## config.mk

```make
export PLATFORM = sky130hd
export DESIGN_NAME = flash_self_program_control
export DESIGN_NICKNAME = d
export VERILOG_FILES = /design/src/core/page_buffer.v /design/src/core/flash_self_program_control.v
export VERILOG_INCLUDE_DIRS = /design/src /design/src/shared
export SDC_FILE = /design/constraint.sdc
export NUM_CORES = 2
export LEC_CHECK = 0
export BUFFER_PORTS_ARGS = -buffer_cell sky130_fd_sc_hd__buf_2
export CAP_MARGIN = 20
export CORE_ASPECT_RATIO = 1.5
export CORE_MARGIN = 2
export CORE_UTILIZATION = 56
export CTS_BUF_LIST = sky130_fd_sc_hd__clkbuf_8
export DETAILED_ROUTE_END_ITERATION = 6
export PLACE_DENSITY = 0.73
export SETUP_SLACK_MARGIN = 0.2
export SLEW_MARGIN = 20
export SYNTH_ARGS = -nofsm -noshare
export SYNTH_HDL_FRONTEND = slang
export SYNTH_SLANG_ARGS = --single-unit
```

## constraint.sdc

```tcl
create_clock -name clk -period 3.4 [get_ports clk]
set_clock_uncertainty 0.05 [all_clocks]
set_input_delay 0.51 -clock clk [delete_from_list [all_inputs] [get_ports clk]]
set_output_delay 0.51 -clock clk [all_outputs]
set_load 0.03 [all_outputs]
```

## src/shared/store_program_control_map.vh

```
// Purpose: constants for the self-programming control logic
// Assumes: included by bare name
// Notes:   control register bit positions, commands and timing
`ifndef STORE_PROGRAM_CONTROL_MAP_VH
`define STORE_PROGRAM_CONTROL_MAP_VH
`define SPC_REG_OFFSET      4'h0
`define SPC_LOCK_OFFSET     4'h1
`define SPC_FUSE_OFFSET     4'h2
`define SPC_RESET_VALUE     8'h00
`define SPC_BIT_IRQ_EN      7
`define SPC_BIT_BUSY        6
`define SPC_BIT_REENABLE    4
`define SPC_BIT_LOCK_SET    3
`define SPC_BIT_PAGE_WRITE  2
`define SPC_BIT_PAGE_ERASE  1
`define SPC_BIT_STORE_EN    0
`define SPC_CMD_REENABLE    5'h11
`define SPC_CMD_LOCK_SET    5'h09
`define SPC_CMD_PAGE_WRITE  5'h05
`define SPC_CMD_PAGE_ERASE  5'h03
`define SPC_CMD_LOAD        5'h01
`define SPC_ARM_CYCLES      3'h4
`define SPC_LOAD_CYCLES     3'h3
`define SPC_APP_VECTOR      16'h0000
`define SPC_OP_CYCLES       16'h0020
`endif

```

## src/core/page_buffer.v

```verilog
// Purpose: temporary page buffer, one word per entry
// Assumes: words written once between clears
// Notes:   clear empties every entry in one cycle
`timescale 1ns/1ps
`default_nettype none
module page_buffer #(
    parameter WORD_BITS = 6
) (
    input  wire                 clk,      // Core clock
    input  wire                 sys_rst,  // Synchronous reset
    input  wire                 clear,    // Empty the buffer
    input  wire                 wr_en,    // Store one word
    input  wire [WORD_BITS-1:0] wr_addr,  // Word index
    input  wire [15:0]          wr_data,  // Word data
    input  wire [WORD_BITS-1:0] rd_addr,  // Read index
    output wire [15:0]          rd_data,  // Read data
    output wire                 any_valid // Some word loaded
);
    localparam DEPTH = 1 << WORD_BITS;
    reg [15:0]      mem_reg [0:DEPTH-1];
    reg [DEPTH-1:0] valid_reg;
    genvar i;
    generate
        for (i = 0; i < DEPTH; i = i + 1)
        begin : g_ent
            always @(posedge clk)
            begin
                if (sys_rst || clear)
                begin
                    mem_reg[i]   <= 16'hFFFF;
                    valid_reg[i] <= 1'b0;
                end
                else if (wr_en && wr_addr == i)
                begin
                    mem_reg[i]   <= wr_data;
                    valid_reg[i] <= 1'b1;
                end
            end
        end
    endgenerate
    assign rd_data   = mem_reg[rd_addr];
    assign any_valid = |valid_reg;
endmodule
`default_nettype wire

```

## src/core/flash_self_program_control.v

```verilog
// Purpose: control register and sequencer for flash self-programming
// Assumes: core gives one-cycle store/load strobes; flash_done ends an operation
// Notes on behaviour
// - Reset vector is 0 when boot fuse is 1, else boot loader start; here 0 during reset and one cycle after, whatever the fuse.
// - Ready interrupt requested while enabled, global flag set, store enable clear.
// - Busy flag set when erase or write to concurrent section starts.
// - Busy flag clears on re-enable after programming, or on page load.
// - Bit 5 of control register reads zero.
// - Re-enable armed with store enable unblocks section on store within four cycles.
// - Re-enable refused while erase or write is in progress.
// - Re-enable during loading aborts load and discards buffer.
// - Lock-set store programs lock bits from low data only.
// - Lock-set bit clears on completion or after four idle cycles.
// - Load within three cycles of lock-set returns lock or fuse by bit zero.
// - Page-write store writes buffer to page from upper pointer bits.
// - Page-write bit clears when write ends or after four idle cycles.
// - Core stalled during page write to stalling section.
// - Page-erase store erases page from upper pointer bits.
// - Page-erase bit clears when erase ends or after four idle cycles.
// - Store enable alone arms page-buffer word load from data registers.
// - Store enable clears after store or four cycles; held during operations.
// - Only five command patterns in low bits have effect.
// - Pointer low bits select word, high bits select page.
// - Target address latched when an operation starts.
// - Program loads address bytes, pointer bit zero picks the byte.
// - Page buffer clears after page write, re-enable and reset.
// - Erase to stalling section stalls core; other erase blocks the concurrent section.
//
// Implementation choices: the plain strobed port and the placing of the registers.
`timescale 1ns/1ps
`default_nettype none
`include "store_program_control_map.vh"
module flash_self_program_control #(
    parameter WORD_BITS  = 6,                   // Word index width
    parameter PAGE_BITS  = 7,                   // Page index width
    parameter STALL_PAGE = 7'h70,               // First page of stalling section
    parameter BOOT_VECTOR = 16'h1C00            // Boot loader start, plain default
) (
    input  wire        clk,           // Core clock, 10 MHz
    input  wire        sys_rst,       // Synchronous reset, high
    input  wire [3:0]  reg_addr,      // Register address
    input  wire [7:0]  reg_wdata,     // Write data
    input  wire        reg_wr,        // Write strobe
    input  wire        reg_rd,        // Read strobe
    output reg  [7:0]  reg_rdata,     // Read data, cycle after strobe
    input  wire        boot_vector_fuse, // 1 unprogrammed, 0 programmed
    input  wire        global_irq_en, // Core global interrupt flag
    input  wire        store_program_instr, // Store instruction strobe
    input  wire        load_program_instr,  // Load instruction strobe
    input  wire [15:0] pointer,       // Address pointer
    input  wire [15:0] data_regs,     // High:low data registers
    input  wire [7:0]  lock_bits_in,  // Current lock bits
    input  wire [7:0]  fuse_bits_in,  // Current fuse bits
    input  wire [7:0]  flash_byte,    // Flash byte at load address
    input  wire        flash_done,    // Array operation finished
    output reg  [15:0] reset_vector,  // Reset vector
    output reg         irq_req,       // Store-ready interrupt request
    output reg         stall_core,    // Halt core during operation on stalling section
    output reg         section_blocked, // Concurrent section unreadable
    output reg  [7:0]  load_data,     // Load instruction result
    output reg         load_valid,    // Load result strobe
    output reg         erase_start,   // Page erase start pulse
    output reg         write_start,   // Page write start pulse
    output reg  [PAGE_BITS-1:0] op_page, // Latched target page
    output reg         lock_prog,     // Lock programming pulse
    output reg  [7:0]  lock_data,     // Lock value to program
    output reg  [15:0] write_word,    // Buffer word toward array
    output reg  [WORD_BITS-1:0] word_addr // Buffer index toward array
);
    localparam ST_IDLE  = 2'h0;
    localparam ST_ARMED = 2'h1;
    localparam ST_BUSY  = 2'h2;

    reg [1:0]  state_reg;
    reg [4:0]  cmd_reg;
    reg        irq_en_reg;
    reg        busy_reg;
    reg [2:0]  win_reg;
    reg        loading_reg;
    reg        write_op_reg;
    reg [WORD_BITS-1:0] rd_idx_reg;

    wire [WORD_BITS-1:0] word_field = pointer[WORD_BITS:1];
    wire [PAGE_BITS-1:0] page_field = pointer[WORD_BITS+PAGE_BITS:WORD_BITS+1];
    wire [4:0] wcmd = reg_wdata[4:0];
    wire ctrl_wr = reg_wr && reg_addr == `SPC_REG_OFFSET;
    // Five legal patterns only
    wire cmd_ok = (wcmd == `SPC_CMD_REENABLE) || (wcmd == `SPC_CMD_LOCK_SET) ||
                  (wcmd == `SPC_CMD_PAGE_WRITE) || (wcmd == `SPC_CMD_PAGE_ERASE) ||
                  (wcmd == `SPC_CMD_LOAD);
    wire armed   = state_reg == ST_ARMED;
    wire do_store = armed && store_program_instr;
    wire buf_load = do_store && cmd_reg == `SPC_CMD_LOAD;
    wire buf_clear = (do_store && cmd_reg == `SPC_CMD_REENABLE) ||
                     (state_reg == ST_BUSY && flash_done && write_op_reg) ||
                     (ctrl_wr && wcmd == `SPC_CMD_REENABLE && loading_reg &&
                      state_reg != ST_BUSY);
    wire [15:0] buf_rdata;

    page_buffer #(.WORD_BITS(WORD_BITS)) u_buf (
        .clk       (clk),
        .sys_rst   (sys_rst),
        .clear     (buf_clear),
        .wr_en     (buf_load),
        .wr_addr   (word_field),
        .wr_data   (data_regs),
        .rd_addr   (rd_idx_reg),
        .rd_data   (buf_rdata),
        .any_valid ()
    );

    wire [7:0] ctrl_value = {irq_en_reg, busy_reg, 1'b0, cmd_reg};
    wire       store_en   = cmd_reg[`SPC_BIT_STORE_EN];

    always @(posedge clk)
    begin
        if (sys_rst)
        begin
            state_reg    <= ST_IDLE;
            cmd_reg      <= 5'h00;
            irq_en_reg   <= 1'b0;
            busy_reg     <= 1'b0;
            win_reg      <= 3'h0;
            loading_reg  <= 1'b0;
            write_op_reg <= 1'b0;
            rd_idx_reg   <= {WORD_BITS{1'b0}};
            reg_rdata    <= 8'h00;
            reset_vector <= `SPC_APP_VECTOR;
            irq_req      <= 1'b0;
            stall_core   <= 1'b0;
            section_blocked <= 1'b0;
            load_data    <= 8'h00;
            load_valid   <= 1'b0;
            erase_start  <= 1'b0;
            write_start  <= 1'b0;
            op_page      <= {PAGE_BITS{1'b0}};
            lock_prog    <= 1'b0;
            lock_data    <= 8'h00;
            write_word   <= 16'h0000;
            word_addr    <= {WORD_BITS{1'b0}};
        end
        else
        begin
            erase_start <= 1'b0;
            write_start <= 1'b0;
            lock_prog   <= 1'b0;
            load_valid  <= 1'b0;
            reset_vector <= boot_vector_fuse ? `SPC_APP_VECTOR : BOOT_VECTOR;
            if (ctrl_wr)
                irq_en_reg <= reg_wdata[`SPC_BIT_IRQ_EN];
            case (state_reg)
                ST_IDLE:
                begin
                    if (ctrl_wr && cmd_ok)
                    begin
                        cmd_reg   <= wcmd;
                        win_reg   <= `SPC_ARM_CYCLES;
                        state_reg <= ST_ARMED;
                        if (wcmd == `SPC_CMD_REENABLE)
                            loading_reg <= 1'b0;
                    end
                end
                ST_ARMED:
                begin
                    if (do_store)
                    begin
                        op_page <= page_field;
                        case (cmd_reg)
                            `SPC_CMD_PAGE_ERASE, `SPC_CMD_PAGE_WRITE:
                            begin
                                erase_start  <= cmd_reg == `SPC_CMD_PAGE_ERASE;
                                write_start  <= cmd_reg == `SPC_CMD_PAGE_WRITE;
                                write_op_reg <= cmd_reg == `SPC_CMD_PAGE_WRITE;
                                rd_idx_reg   <= {WORD_BITS{1'b0}};
                                stall_core   <= page_field >= STALL_PAGE;
                                if (page_field < STALL_PAGE)
                                    busy_reg <= 1'b1;
                                state_reg <= ST_BUSY;
                            end
                            `SPC_CMD_LOCK_SET:
                            begin
                                lock_prog <= 1'b1;
                                lock_data <= data_regs[7:0];
                                cmd_reg   <= 5'h00;
                                state_reg <= ST_IDLE;
                            end
                            `SPC_CMD_REENABLE:
                            begin
                                busy_reg  <= 1'b0;
                                cmd_reg   <= 5'h00;
                                state_reg <= ST_IDLE;
                            end
                            default:
                            begin
                                busy_reg    <= 1'b0;
                                loading_reg <= 1'b1;
                                cmd_reg     <= 5'h00;
                                state_reg   <= ST_IDLE;
                            end
                        endcase
                    end
                    else if (win_reg == 3'h1)
                    begin
                        cmd_reg   <= 5'h00;
                        state_reg <= ST_IDLE;
                    end
                    if (!do_store)
                        win_reg <= win_reg - 3'h1;
                end
                ST_BUSY:
                begin
                    // Stream buffer words toward array during a write
                    if (write_op_reg)
                    begin
                        word_addr  <= rd_idx_reg;
                        write_word <= buf_rdata;
                        rd_idx_reg <= rd_idx_reg + {{(WORD_BITS-1){1'b0}}, 1'b1};
                    end
                    if (flash_done)
                    begin
                        cmd_reg      <= 5'h00;
                        stall_core   <= 1'b0;
                        write_op_reg <= 1'b0;
                        if (write_op_reg)
                            loading_reg <= 1'b0;
                        state_reg    <= ST_IDLE;
                    end
                end
                default:
                    state_reg <= ST_IDLE;
            endcase
            // Load returns lock or fuse in early window
            // Byte addressed by pointer bit zero
            if (load_program_instr)
            begin
                load_valid <= 1'b1;
                if (armed && cmd_reg == `SPC_CMD_LOCK_SET &&
                    win_reg > (`SPC_ARM_CYCLES - `SPC_LOAD_CYCLES))
                    load_data <= pointer[0] ? fuse_bits_in : lock_bits_in;
                else
                    load_data <= flash_byte;
            end
            if (reg_rd)
            begin
                case (reg_addr)
                    `SPC_REG_OFFSET:  reg_rdata <= ctrl_value;
                    `SPC_LOCK_OFFSET: reg_rdata <= lock_bits_in;
                    `SPC_FUSE_OFFSET: reg_rdata <= fuse_bits_in;
                    default:          reg_rdata <= 8'h00;
                endcase
            end
            else
                reg_rdata <= 8'h00;
            // Level request while store enable clear
            irq_req <= irq_en_reg && global_irq_en && !store_en;
            section_blocked <= busy_reg;
        end
    end
endmodule
`default_nettype wire

```

==> metrics.md <==
| Metric | Value |
|---|---|
| # IOs | `153` |
| Cells after Synth | `3484` |
| WL final | `147000 um` |
| FFs w/ async S/R, synth | `0` |
| Comb pwr share | `0.041` |
| Max Clk Rate | `0.318 GHz` |
| Skew-Pair Late Insertion Delay | `0.87 ns` |
| 1st-iter DRT viols | `3848` |
| Die height | `373 um` |
| Clock edge transition at the registers on the reported setup and hold paths | `0.06 ns` |
| Overall power | `25.9 mW` |
| Row count | `135` |
| Min-delay worst type | `in2reg` |
| DR WL/cell | `29.1 um` |
| P_int | `20.0 mW` |
| CTS tree | `yes` |
| Nets | `3838` |
| Critical Path RT | `3.86 ns` |
| Final period util | `0.926` |
| Sequential share of the synthesized area | `0.637` |
| Vias in the first global route | `32400` |
| Synthesized flop and latch total | `1105` |
| Final Wtd Congestion | `0.988` |
| Most common cell after layout, fill and taps aside | `edfxtp_1` |
| Clock Power Share | `0.386` |
| Hold slack | `0.0989 ns` |
| Avg Synthesized Cell Area | `14.6 um^2` |
| Max FFs per register | `1024` |
| ANT nets after route | `0` |
| Layout cell share with drive strength beyond 1 | `0.351` |
| Cells on worst reg2reg path | `7` |
| Final slew viol count | `0` |
| Initial antenna violation count | `6` |
| Tmin final | `3.15 ns` |
| Psw | `5.84 mW` |
| Post-Place Worst Slack | `0.275 ns` |
| Cells after DPL | `4708` |
| Seq pwr share | `0.573` |
| Multi-input combinational cell area | `17000 um^2` |
| Buffers on Ports | `135` |
| Worst Hold Launch | `reg_rd` |
| DR vias/cell | `6.28` |
| Pre-antenna DRT Iters | `6` |
| Synth cell types | `69` |
| Outcome | `finished clean` |
| Reg-to-Reg End | `u_buf.mem_reg[4][3]$_SDFFCE_PN1P_` |
| Die area | `93200 um^2` |
| Final setup viols | `0` |
| Total negative slack | `0 ns` |
| H-tree depth | `4` |
| Startpoint Class | `register` |
| First-pass GRT wire length | `213000 um` |
| Drt drc | `0` |
| Clock Path Buffers | `3` |
| Post-route setup slack | `0.251 ns` |
| Starting Density | `0.564` |
| Largest net degree at the start of global routing | `65` |
| Worst Hold Endpoint | `reg_rdata[6]$_SDFF_PP0_` |
| Slew headroom | `0.307` |
| Flip-flop and latch area | `32400 um^2` |
| CTS root buf | `clkbuf_8` |
| Placed inst area | `53700 um^2` |
| Reg2Reg Setup Slack | `0.25 ns` |
| Worst slew pin tran | `1.04 ns` |
| CP endpoint kind | `register` |
| Post-route insts no fill | `5042` |
| Peak supply drop | `0.000343 V` |
| Final core utilization | `0.635` |
| Pwr/cell area | `452 nW/um^2` |
| Fillers | `6469` |
| Hold Path Cell Cnt | `3` |
| Switching Fraction | `0.226` |
| Clock sinks | `1105` |
| Mapped Area | `50800 um^2` |
| Arrival @ worst endpoint | `3.61 ns` |
| EDFF count, synth | `1024` |
| Most frequent cells in the layout | `1024 x edfxtp_1, 554 x or2_1, 473 x or2_2` |
| Syn. warnings | `0` |
| Crit Path Class | `reg2reg` |
| Unrepaired setup endpoints after global routing | `yes` |
| RR Startpoint | `cmd_reg[0]$_SDFFE_PP0P_` |
| Most used DFF post-synth | `edfxtp_1` |
| Grt ovf | `0` |
| Chip width | `250 um` |
| Static Leak | `14.5 nW` |
| Max FO, Critical Path | `16` |
| Synthesis-to-finish area growth | `12.6%` |
| Via count | `31600` |
| Final instance area | `57200 um^2` |
| Dpl hpwl | `95800 um` |
| Core ar. | `90000 um^2` |
| Tot GR Track Use | `0.318` |
| CTS buffer count | `159` |
| Final Hold Fails | `0` |
| Max Cap Viol | `0` |
power groups by stage:
| stage | Clock, mW | Combinational (mW) | Sequential [mW] |
|---|---|---|---|
| after floorplan | 0 | 0.509 | 15.1 |
| after global placement | 0 | 0.961 | 15.1 |
| after detailed placement | 0 | 0.992 | 15.1 |
| after CTS | 10.1 | 1.04 | 14.8 |
| after global routing | 10.6 | 1.11 | 14.8 |
| final | 9.99 | 1.06 | 14.8 |
synth_stat cells (all sizes together) (6+ instances only):
cell	count	area share
a211oi	6	0.00089
a21oi	54	0.0053
a22oi	42	0.0062
a31oi	12	0.0015
a32oi	6	0.0010
buf	112	0.012
clkbuf	224	0.017
dfxtp	81	0.032
edfxtp	1024	0.61
ha	7	0.0017
inv	13	0.00096
mux2	14	0.0031
mux2i	59	0.012
mux4	269	0.12
nand2	113	0.0084
nand2b	21	0.0026
nand3	96	0.0098
nand3b	6	0.00089
nand4	11	0.0014
nor2	74	0.0055
nor2b	17	0.0021
nor3	13	0.0016
o2111ai	10	0.0017
o211ai	12	0.0018
o21ai	94	0.0093
or2	1027	0.13
per-layer routing:
metal	routed length, um	track usage
met5	43	0
met4	9350	0.184
met3	13000	0.0730
met2	73600	0.530
met1	50800	0.380
cell families (layout without fill, tap and decap cells):
logic type,count (synthesis),count (layout),synth area share
other,1,17,0.0000738
multiplexers,342,342,0.134
XOR/XNOR,2,2,0.000345
flip-flops,1105,1105,0.637
buffers and inverters,350,728,0.0301
adder cells (fa/ha/maj),8,8,0.00192
AND/OR/NAND/NOR,1412,1412,0.164
AO/OA/AOI/OAI,264,264,0.0323
critical path, cell delays in order (launching register included):
cell and delay [ns]:
dfxtp_1 0.44, nor3b_2 0.40, buf_4 0.25, nand2_1 0.12
nor3b_1 0.52, nand2_1 0.44, o21ai_1 0.25, buf_4 0.31
final cells by class:
cell class | count | area share
repair buffers | 433 | 0.0586
clock buffers | 170 | 0.0409
diodes | 4 | 0.000175
clock inverters | 111 | 0.0103
inverters | 14 | 0.000919
multi-input cells | 2041 | 0.297
well taps | 1164 | 0.0255
flip-flops and latches | 1105 | 0.566
how the worst max path moves through the flow:
stage | to | start | slack, ns
2_1_floorplan | u_buf.mem_reg[59][0]$_SDFFCE_PN1P_ | state_reg[1]$_SDFFE_PP0P_ | -0.01
3_3_place_gp | u_buf.mem_reg[43][5]$_SDFFCE_PN1P_ | store_program_instr | 0.36
3_5_place_dp | u_buf.mem_reg[59][13]$_SDFFCE_PN1P_ | store_program_instr | 0.27
4_1_cts | u_buf.mem_reg[59][14]$_SDFFCE_PN1P_ | state_reg[1]$_SDFFE_PP0P_ | 0.36
5_1_grt | u_buf.mem_reg[59][14]$_SDFFCE_PN1P_ | state_reg[1]$_SDFFE_PP0P_ | 0.12
6_report | u_buf.mem_reg[4][3]$_SDFFCE_PN1P_ | cmd_reg[0]$_SDFFE_PP0P_ | 0.25
what timing repair did:
| item | 4_1_cts | 5_1_grt |
|---|---|---|
| hold buffers | 47 | 0 |
| hold endpoints to repair | 36 | 0 |
| setup buffers | 0 | 1 |
| gates resized for setup | 0 | 2 |
| setup endpoints to repair | 0 | 128 |
Note: power is estimated with default switching activity, not from simulation.
